--- config.mk ---
export PLATFORM = sky130hd
export DESIGN_NAME = mef_framer
export DESIGN_NICKNAME = d
export VERILOG_FILES = /design/src/design/mef_fifo.v /design/src/design/mef_framer.v
export VERILOG_INCLUDE_DIRS = /design/src /design/src/design
export SDC_FILE = /design/constraint.sdc
export NUM_CORES = 1
export LEC_CHECK = 0
export ABC_AREA = 0
export BUFFER_PORTS_ARGS = -buffer_cell sky130_fd_sc_hd__buf_4
export CAP_MARGIN = 10
export CORE_UTILIZATION = 55
export DETAILED_ROUTE_END_ITERATION = 10
export HOLD_SLACK_MARGIN = 0.08
export PLACE_DENSITY = 0.69
export SETUP_SLACK_MARGIN = 0.05
export SYNTH_ARGS = -nofsm -noshare
export SYNTH_HDL_FRONTEND = slang
export SYNTH_SLANG_ARGS = --single-unit
--- constraint.sdc ---
create_clock -name clk_sys_i -period 32.6 [get_ports clk_sys_i]
set_input_delay 4.89 -clock clk_sys_i [delete_from_list [all_inputs] [get_ports clk_sys_i]]
set_output_delay 4.89 -clock clk_sys_i [all_outputs]
set_load 0.1 [all_outputs]
--- src/design/mef_defines.vh ---
`ifndef MEF_DEFINES_VH
`define MEF_DEFINES_VH

// ====================================================================
// Primary header fields
`define MEF_VERSION 3'h0
`define MEF_TYPE_BIT 1'h0
`define MEF_DFH_FLAG 1'h1
`define MEF_APID 7'h47
`define MEF_CATEGORY 4'h7
`define MEF_SEG_FLAGS 2'h3
`define MEF_SEQ_W 14
`define MEF_SEQ_RESET 14'h0000
`define MEF_LEN_OFFSET 16'h0009
`define MEF_SRC_BYTES 16'h0002

// ====================================================================
// Secondary header fields
`define MEF_SVC_VERSION 3'h2
`define MEF_CHECKSUM_FLAG 1'h0
`define MEF_SPARE_BITS 4'h0
`define MEF_PKT_TYPE 8'h05
`define MEF_SUBTYPE_WARN 8'h02
`define MEF_SUBTYPE_GROUND 8'h03
`define MEF_PAD_BYTE 8'h00

// ====================================================================
// Event codes and packet geometry
`define MEF_CODE_RECOVERED 16'ha7fb
`define MEF_CODE_LOST 16'ha7fc
`define MEF_PKT_BYTES 5'h12
`define MEF_LAST_IDX 5'h11
`define MEF_FIFO_WIDTH 9
`define MEF_FIFO_DEPTH 32

`endif

--- src/design/mef_fifo.v ---
`timescale 1ns/1ps
// ====================================================================
// Synchronous FIFO with valid and ready on both sides.
module mef_fifo #(
  parameter WIDTH = 9,
  parameter DEPTH = 32,
  parameter AW = 5
) (
  // Clock and reset
  input wire clk_sys_i,
  input wire reset_i,
  // Fill side
  input wire [WIDTH-1:0] in_data_i,
  input wire in_valid_i,
  output wire in_ready_o,
  // Drain side
  output wire [WIDTH-1:0] out_data_o,
  output wire out_valid_o,
  input wire out_ready_i
);

  reg [WIDTH-1:0] mem_q [0:DEPTH-1];
  reg [AW:0] wr_ptr_q;
  reg [AW:0] rd_ptr_q;
  wire full;
  wire empty;
  wire do_wr;
  wire do_rd;
  integer i;

  // The extra pointer bit tells a full FIFO from an empty one.
  assign empty = (wr_ptr_q == rd_ptr_q);
  assign full = (wr_ptr_q[AW] != rd_ptr_q[AW]) && (wr_ptr_q[AW-1:0] == rd_ptr_q[AW-1:0]);
  assign in_ready_o = ~full;
  assign out_valid_o = ~empty;
  assign do_wr = in_valid_i & ~full;
  assign do_rd = out_ready_i & ~empty;
  assign out_data_o = mem_q[rd_ptr_q[AW-1:0]];

  // Storage is cleared at reset so the read port never shows unknowns.
  always @(posedge clk_sys_i or posedge reset_i)
  begin
    if (reset_i)
    begin
      wr_ptr_q <= {(AW+1){1'b0}};
      rd_ptr_q <= {(AW+1){1'b0}};
      for (i = 0; i < DEPTH; i = i + 1)
      begin
        mem_q[i] <= {WIDTH{1'b0}};
      end
    end
    else
    begin
      if (do_wr)
      begin
        mem_q[wr_ptr_q[AW-1:0]] <= in_data_i;
        wr_ptr_q <= wr_ptr_q + 1'b1;
      end
      if (do_rd)
      begin
        rd_ptr_q <= rd_ptr_q + 1'b1;
      end
    end
  end

endmodule // mef_fifo

--- src/design/mef_framer.v ---
`timescale 1ns/1ps
`include "mef_defines.vh"
// ====================================================================
// Mirror error event packet framer.
// Each failure event that is not dropped becomes one 18-byte telemetry packet, sent as a
// byte stream through a 32-word FIFO to the data-handling receiver.
// Packets are never interleaved: one is built whole before the next.
module mef_framer #(
  parameter SEQ_W = `MEF_SEQ_W
) (
  // Clock and reset
  input wire clk_sys_i,
  input wire reset_i,
  // Failure events from the mirror controller, one-cycle pulses
  input wire space_recovered_report_i,
  input wire space_lost_report_i,
  // Acquisition time base, seconds and fractional seconds
  input wire [31:0] time_coarse_i,
  input wire [15:0] time_fine_i,
  // Byte stream towards the receiver
  output wire [7:0] tx_data_o,
  output wire tx_last_o,
  output wire tx_valid_o,
  input wire tx_ready_i,
  // Status
  output wire busy_o,
  output reg pkt_done_o,
  output reg event_dropped_o,
  output wire [SEQ_W-1:0] seq_count_o
);

  // ==================================================================
  // State encoding
  localparam ST_IDLE = 2'h0;
  localparam ST_SEND = 2'h1;
  localparam ST_DONE = 2'h2;
  // IDLE waits for a pending slot, SEND pushes one byte per accepted
  // cycle, and DONE spends one cycle closing the packet.

  // Framing state and byte index.
  reg [1:0] state_q;
  reg [1:0] state_d;
  reg [4:0] idx_q;
  reg [4:0] idx_d;
  // Stream sequence counter.
  reg [SEQ_W-1:0] seq_count_q;
  // Pending slots, one per report kind, each with its captured time.
  reg pend_rec_q;
  reg pend_lost_q;
  reg [47:0] time_rec_q;
  reg [47:0] time_lost_q;
  // Fields frozen for the packet being sent.
  reg [47:0] pkt_time_q;
  reg pkt_lost_q;
  reg [SEQ_W-1:0] pkt_seq_q;
  // Buffer and selection nets.
  wire fifo_in_ready;
  wire [8:0] fifo_out;
  wire load_rec;
  wire load_lost;
  wire push;
  wire [7:0] cur_byte;
  wire cur_last;

  // ==================================================================
  // Packet byte generator.
  // Byte index 0 is sent first; within each byte the top bit leads,
  // so the whole packet leaves most significant bit first.
  // Byte map of one packet, index first:
  //   00-01  version, type, header flag, application id, category.
  //   02-03  segmentation flags and the 14-bit sequence count.
  //   04-05  packet length, source data bytes plus nine.
  //   06-09  whole seconds of the acquisition time.
  //   0a-0b  fractional seconds of the acquisition time.
  //   0c     service version, checksum flag and spare bits.
  //   0d     packet type.
  //   0e     packet subtype, warning or ground action.
  //   0f     pad byte.
  //   10-11  event code, the whole source data field.
  // The receiver finds the end from the length field alone, so the
  // byte count here and the length value must always move together.
  // Every field is rebuilt from the frozen packet registers, so a new
  // event cannot disturb a packet that is already under way.
  function [7:0] pkt_byte;
    input [4:0] idx;
    input [SEQ_W-1:0] seq;
    input [47:0] stamp;
    input lost;
    reg [15:0] id_word;
    reg [15:0] seq_word;
    reg [15:0] len_word;
    reg [15:0] code_word;
    reg [7:0] svc_byte;
    begin
      id_word = {`MEF_VERSION, `MEF_TYPE_BIT, `MEF_DFH_FLAG,
                 `MEF_APID, `MEF_CATEGORY};
      seq_word = {`MEF_SEG_FLAGS, seq[13:0]};
      len_word = `MEF_SRC_BYTES + `MEF_LEN_OFFSET;
      svc_byte = {`MEF_SVC_VERSION, `MEF_CHECKSUM_FLAG, `MEF_SPARE_BITS};
      code_word = lost ? `MEF_CODE_LOST : `MEF_CODE_RECOVERED;
      case (idx)
        5'h00: pkt_byte = id_word[15:8];
        5'h01: pkt_byte = id_word[7:0];
        5'h02: pkt_byte = seq_word[15:8];
        5'h03: pkt_byte = seq_word[7:0];
        5'h04: pkt_byte = len_word[15:8];
        5'h05: pkt_byte = len_word[7:0];
        // Four bytes of whole seconds, then two of fraction.
        5'h06: pkt_byte = stamp[47:40];
        5'h07: pkt_byte = stamp[39:32];
        5'h08: pkt_byte = stamp[31:24];
        5'h09: pkt_byte = stamp[23:16];
        5'h0a: pkt_byte = stamp[15:8];
        5'h0b: pkt_byte = stamp[7:0];
        5'h0c: pkt_byte = svc_byte;
        5'h0d: pkt_byte = `MEF_PKT_TYPE;
        5'h0e: pkt_byte = lost ? `MEF_SUBTYPE_GROUND : `MEF_SUBTYPE_WARN;
        5'h0f: pkt_byte = `MEF_PAD_BYTE;
        // Source data is the event code and nothing more.
        5'h10: pkt_byte = code_word[15:8];
        5'h11: pkt_byte = code_word[7:0];
        default: pkt_byte = 8'h00;
      endcase
    end
  endfunction

  // ==================================================================
  // Packet selection.
  // A new packet is loaded only from idle; the recovered report goes
  // first when both are waiting, as its failure sequence ended earlier.
  assign load_rec = (state_q == ST_IDLE) & pend_rec_q;
  assign load_lost = (state_q == ST_IDLE) & ~pend_rec_q & pend_lost_q;

  // Bytes are pushed only while the FIFO accepts, so a stalled receiver
  // freezes the framer rather than losing part of a packet.
  assign push = (state_q == ST_SEND) & fifo_in_ready;
  assign cur_byte = pkt_byte(idx_q, pkt_seq_q, pkt_time_q, pkt_lost_q);
  assign cur_last = (idx_q == `MEF_LAST_IDX);

  // ==================================================================
  // Pending event slots.
  // Time is captured in the cycle the event arrives, which marks the
  // start of acquisition, not when the packet is later sent. A fresh
  // event in the cycle its slot is emptied refills the slot, so the set
  // wins. A second event of the same kind while one already waits has
  // no slot and is reported on event_dropped_o.
  // A limitation: only one event of each kind can wait, so a burst of
  // one kind faster than a packet time loses events; the drop pulse
  // lets the controller count them.
  always @(posedge clk_sys_i or posedge reset_i)
  begin
    if (reset_i)
    begin
      pend_rec_q <= 1'b0;
      pend_lost_q <= 1'b0;
      time_rec_q <= 48'h000000000000;
      time_lost_q <= 48'h000000000000;
      event_dropped_o <= 1'b0;
    end
    else
    begin
      event_dropped_o <= (space_recovered_report_i & pend_rec_q & ~load_rec) |
                         (space_lost_report_i & pend_lost_q & ~load_lost);
      if (space_recovered_report_i & (~pend_rec_q | load_rec))
      begin
        pend_rec_q <= 1'b1;
        time_rec_q <= {time_coarse_i, time_fine_i};
      end
      else if (load_rec)
      begin
        pend_rec_q <= 1'b0;
      end
      if (space_lost_report_i & (~pend_lost_q | load_lost))
      begin
        pend_lost_q <= 1'b1;
        time_lost_q <= {time_coarse_i, time_fine_i};
      end
      else if (load_lost)
      begin
        pend_lost_q <= 1'b0;
      end
    end
  end

  // ==================================================================
  // Packet registers and the stream's sequence counter.
  // Both reports share one application id and category, hence one
  // counter; it wraps at 14 bits like the field it fills.
  // It advances at load, not at the event, so a dropped event never
  // leaves a hole in the sequence that the receiver tracks.
  always @(posedge clk_sys_i or posedge reset_i)
  begin
    if (reset_i)
    begin
      seq_count_q <= `MEF_SEQ_RESET;
      pkt_seq_q <= `MEF_SEQ_RESET;
      pkt_time_q <= 48'h000000000000;
      pkt_lost_q <= 1'b0;
    end
    else if (load_rec | load_lost)
    begin
      pkt_seq_q <= seq_count_q;
      seq_count_q <= seq_count_q + 1'b1;
      pkt_lost_q <= load_lost;
      pkt_time_q <= load_lost ? time_lost_q : time_rec_q;
    end
  end

  // ==================================================================
  // Framing state machine, next-state logic.
  // The DONE cycle costs one slot between packets; it keeps the index
  // reset out of the push path and gives the done pulse a clean cycle.
  always @*
  begin
    state_d = state_q;
    idx_d = idx_q;
    case (state_q)
      ST_IDLE:
      begin
        if (load_rec | load_lost)
        begin
          state_d = ST_SEND;
          idx_d = 5'h00;
        end
      end
      ST_SEND:
      begin
        if (push)
        begin
          if (cur_last)
          begin
            state_d = ST_DONE;
          end
          else
          begin
            idx_d = idx_q + 1'b1;
          end
        end
      end
      ST_DONE:
      begin
        state_d = ST_IDLE;
        idx_d = 5'h00;
      end
      default:
      begin
        state_d = ST_IDLE;
        idx_d = 5'h00;
      end
    endcase
  end

  // Framing state machine, state registers and done pulse.
  // The done pulse marks the last byte entering the buffer, not the
  // receiver taking it, so it may lead the stream by many cycles.
  always @(posedge clk_sys_i or posedge reset_i)
  begin
    if (reset_i)
    begin
      state_q <= ST_IDLE;
      idx_q <= 5'h00;
      pkt_done_o <= 1'b0;
    end
    else
    begin
      state_q <= state_d;
      idx_q <= idx_d;
      pkt_done_o <= push & cur_last;
    end
  end

  // ==================================================================
  // Output buffer.
  // The last flag rides with each byte so the receiver can check its
  // length-based delimiting against the framer's own boundary.
  // Thirty-two words hold one packet and most of a second, so of two
  // reports raised together, the second is only partly built while the receiver stalls.
  // AW is the address width, the base-two logarithm of the depth.
  mef_fifo #(
    .WIDTH(`MEF_FIFO_WIDTH),
    .DEPTH(`MEF_FIFO_DEPTH),
    .AW(5)
  ) u_fifo (
    .clk_sys_i(clk_sys_i),
    .reset_i(reset_i),
    .in_data_i({cur_last, cur_byte}),
    .in_valid_i(state_q == ST_SEND),
    .in_ready_o(fifo_in_ready),
    .out_data_o(fifo_out),
    .out_valid_o(tx_valid_o),
    .out_ready_i(tx_ready_i)
  );

  // ==================================================================
  // Status and stream outputs.
  // Busy includes the pending slots, so a waiting event counts as work
  // in hand; seq_count_o shows the count the next packet will carry.
  assign tx_data_o = fifo_out[7:0];
  assign tx_last_o = fifo_out[8];
  assign busy_o = (state_q != ST_IDLE) | pend_rec_q | pend_lost_q;
  assign seq_count_o = seq_count_q;

endmodule // mef_framer

==> results.md <==
Clocking:
- In this run the number of H-tree levels came out at 2.
- TritonCTS built the clock tree.
- The clock buffer count from CTS is 49.
- The cell sitting at the root of the clock tree is a sky130_fd_sc_hd__clkbuf_16.
- The CTS sink count is 484.
- The setup fix buffers added after clock tree synthesis is 0.
- The count of hold-fix buffers inserted at cts is 0.
- Clock latency on the worst-skew pair, taken at its later pin, is 590 ps.
- The number of gates resized after CTS was 0.
- The maximum clock path buffer count is 3.
- Clock-pin slew was measured on the worst setup and hold paths at 60 ps.

Logic synthesis:
- In this run, synthesis produced a sequential element count of 484.
- The portion of netlist area occupied by mux cells is 15.3%.
- The share of async-settable or async-resettable flops after synthesis is 100%.
- The simple-gate share of the synthesized area is 11.7%.
- After synthesis, flip-flops and latches occupy 54.8% of the total area.
- The count of warnings emitted by yosys is 0.
- Counting flops with a built-in enable in the synthesized netlist gives 0.
- The number of nets handed over by synthesis was 2069.
- The synthesized-area fraction occupied by adder cells is 0.566%.
- In the synthesized netlist, the number of instances is 2006.
- The area of the mapped netlist is 0.0221 mm2.
- A synthesized cell averages 11.0 um2.
- For this run, the leading register cell type out of synthesis is sky130_fd_sc_hd__dfrtp_1.
- Of the total synthesized cell area, the portion taken by XOR and XNOR cells is 1.11%.
- Synthesis instantiated 77 different standard cells from the library.
- The share of the synthesized area in compound gates (AO/OA/AOI/OAI) is 12.8%.
- The dominant combinational cell family by area after synthesis is multiplexers.

Timing:
- The number of endpoints with negative hold slack in the final report is 0.
- The highest achievable clock rate is 0.114 GHz.
- The count of pins over their slew limit is 0.
- At the pin with the least slew margin, the transition time is 1220 ps.
- Setup violations remaining at the end of the flow were counted as 0.
- After routing, the total negative slack on setup checks comes to 0 ps.
- Setup repair after global routing left no endpoint under its margin.
- Setup slack closes at 23860 ps.
- After layout, the worst path uses 26.8% of the clock period.
- The post-route clock skew is 16.8 ps.
- The post-route minimum period is 8740 ps.
- The worst slew slack as a fraction of its limit is 18.0%.

Outcome:
- The flow ran to the end, and the final reports show no timing, DRC or antenna violations.

Floorplan:
- The die covers 0.0410 mm2.
- The initial utilization of the core area, before any placement, comes to 55.7%.
- The area of the core is 0.0397 mm2.
- The floorplan step set the die width to 203 um.
- The count of pins on the block boundary is 80.
- The floorplan has 73 rows.
- The vertical die dimension is 203 um.

Cells and area:
- The library cell used most frequently in the layout, excluding fill and tap cells, is sky130_fd_sc_hd__dfrtp_1.
- At the end of the flow the core is filled with cells to 62.2%.
- The final layout contains 2084 nets.
- 0 antenna diodes ended up in the layout.
- In the layout the commonest cells are sky130_fd_sc_hd__dfrtp_1 (482), sky130_fd_sc_hd__nand2_1 (241), sky130_fd_sc_hd__a21oi_1 (176).
- From synthesis to final layout, the design area changed by 11.8%.
- The share of post-route cells with drive strength above 1 is 19.7%.
- The area of all placed cells without fillers is 0.0247 mm2.

Route:
- The remaining design rule violation count is 0.
- The detailed router put a total of 22.6 mm of wire on met1.
- The average wire length per cell after detail routing is 20.6 um.
- The first-pass iteration count of the detailed router is 7.
- The routed design uses 26.5 mm of met2 wire.
- After the first detailed-routing iteration, the DRC count stood at 1231.
- In the routed layout, each cell is associated on average with a via count of 5.90.
- Once detail routing completed, the nets flagged for antenna violations numbered 0.
- Wire segments on met3 add up to 2.14 mm in the final route.
- The overall via count from detail_route is 15300.
- The topmost layer with routed signal wires is met4.
- The detailed-route wire length is 53.2 mm.

Pwr:
- The peak supply drop is 85.5 uV.
- The analysis attributes to cell leakage a power of 11.1 nW.
- The power per standard cell area is 111 mW/mm2.

Placed design:
- The setup slack after placement is 24560 ps.
- The total cell area at the placement stage is 0.0229 mm2.
- The count of buffers added on input and output ports is 79.
- The placed wire-length estimate is 34.7 mm.
- Routability-driven placement finished with a final weighted congestion of 0.883.

Setup path:
- Together, buffers and inverters on the worst path number 2.
- Walking the worst path, the cells encountered are buf_4 -> mux4_2 -> a221oi_1 -> nand3_1 -> buf_4.
- Of all nets on the critical path, the largest fanout is 60.
- The required arrival time at the worst endpoint is 27710 ps.
- The cell with the biggest individual delay on the critical path is sky130_fd_sc_hd__dfrtp_4.
- The most numerous cell type found on the critical path is sky130_fd_sc_hd__buf_4.
- The largest single stage delay on the critical path is 1050 ps.
- In this design, the largest share of critical-path delay is due to buffers and inverters.
- The first element of the critical path is u_fifo.rd_ptr_q[1].
- The type of the worst setup path is flip-flop to output pin.
- STA classifies the critical path endpoint as an output pin.
- The startpoint of the worst register-to-register path is u_fifo.rd_ptr_q[2].
- At the worst endpoint, the arrival time is 3850 ps.
- The nature of the critical path startpoint is a flip-flop.

GRT:
- Entering global routing, the biggest net connects 181 pins.
- The first global-routing pass estimated 84.9 mm of wire.
- The number of global-route vias before repair is 15500.
- After global routing the overflow that remains totals 0.
- The initial antenna violation count is 0.
- In the global route stage, overall resource usage came out at 26.4%.

Min path:
- In this run the most critical hold path is launched from u_fifo.mem_q[112].
- The path class of the tightest hold or removal check is flip-flop to flip-flop.

Job:
- The total of max-cap violations is 0.
## worst paths after layout
path                                            to  slack [ps]  cells past startpoint
worst min-delay path             u_fifo.mem_q[112]         480                      2
worst max-delay path                  tx_data_o[7]       23860                      5
min in group asynchronous           seq_count_o[8]        4560                      2
worst max register to register    u_fifo.mem_q[62]       29280                      4
worst min register to register   u_fifo.mem_q[112]         480                      2
max in group asynchronous       u_fifo.rd_ptr_q[0]       25510                      4
## stage by stage
stage               power, mW  instances  hold slack, ps
detailed placement       2.15       2491             467
global placement         2.11       2491             456
finish                   2.75       2587             478
global route             2.91       2587             493
CTS                      2.76       2583             481
floorplan                1.85       2006             442
## cell usage after synthesis, drive strengths merged (23+ instances only)
| master | instances | area [um2] |
|---|---|---|
| a22oi | 23 | 178 |
| nand2 | 243 | 912 |
| clkbuf | 55 | 208 |
| mux2 | 116 | 1310 |
| nand3 | 48 | 240 |
| nor2b | 38 | 238 |
| dfrtp | 484 | 12100 |
| buf | 96 | 573 |
| nor2 | 166 | 626 |
| mux2i | 126 | 1260 |
| mux4 | 36 | 811 |
| o21ai | 190 | 977 |
| a21oi | 177 | 890 |
## sequential cells by signal, summed over array words and instances (netlist names)
| signal | cells |
|---|---|
| pend_lost_q | 1 |
| time_rec_q | 48 |
| u_fifo.mem_q | 288 |
| pkt_lost_q | 1 |
| state_q | 2 |
| time_lost_q | 48 |
| u_fifo.wr_ptr_q | 6 |
| event_dropped_o | 1 |
| u_fifo.rd_ptr_q | 6 |
| pkt_done_o | 1 |
| seq_count_o | 14 |
| pend_rec_q | 1 |
| pkt_time_q | 48 |
| idx_q | 5 |
| pkt_seq_q | 14 |
## metal layers
| layer | GRT usage, % | vias to the layer above |
|---|---|---|
| li1 | - | 7086 |
| met1 | 34.4 | 7638 |
| met2 | 44.6 | 423 |
| met3 | 3.19 | 129 |
| met4 | 11.3 | 0 |
| met5 | 0 | - |
## where the power goes
group | switching (mW) | leakage [nW] | internal (mW)
registers | 0.176 | 6.12 | 0.845
logic | 0.717 | 4.11 | 0.405
clock network | 0.240 | 0.899 | 0.371
total | 1.13 | 11.1 | 1.62
## area by class of cell
| type | count | area, um2 |
|---|---|---|
| fill | 3234 | 15000 |
| timing repair buffer | 115 | 876 |
| sequential | 484 | 12100 |
| clock buffer | 66 | 1460 |
| tap | 525 | 657 |
| multi-input combinational | 1359 | 9250 |
| inverter | 12 | 52.6 |
| clock inverter | 26 | 320 |
## cell families after synthesis
| group | Yosys count |
|---|---|
| xor gates and xnor gates | 28 |
| and+or+nand+nor | 568 |
| buffers and inverters | 163 |
| adders and majority gates | 10 |
| muxes | 278 |
| DFF | 484 |
| AOI/OAI and AO/OA | 475 |
## tightest hold or removal path: stages, from the launching register on
cell and delay [ps]:
sky130_fd_sc_hd__dfrtp_1 340, sky130_fd_sc_hd__nand2_1 40, sky130_fd_sc_hd__o21ai_0 60
Note: power is estimated with default switching activity, not from simulation.
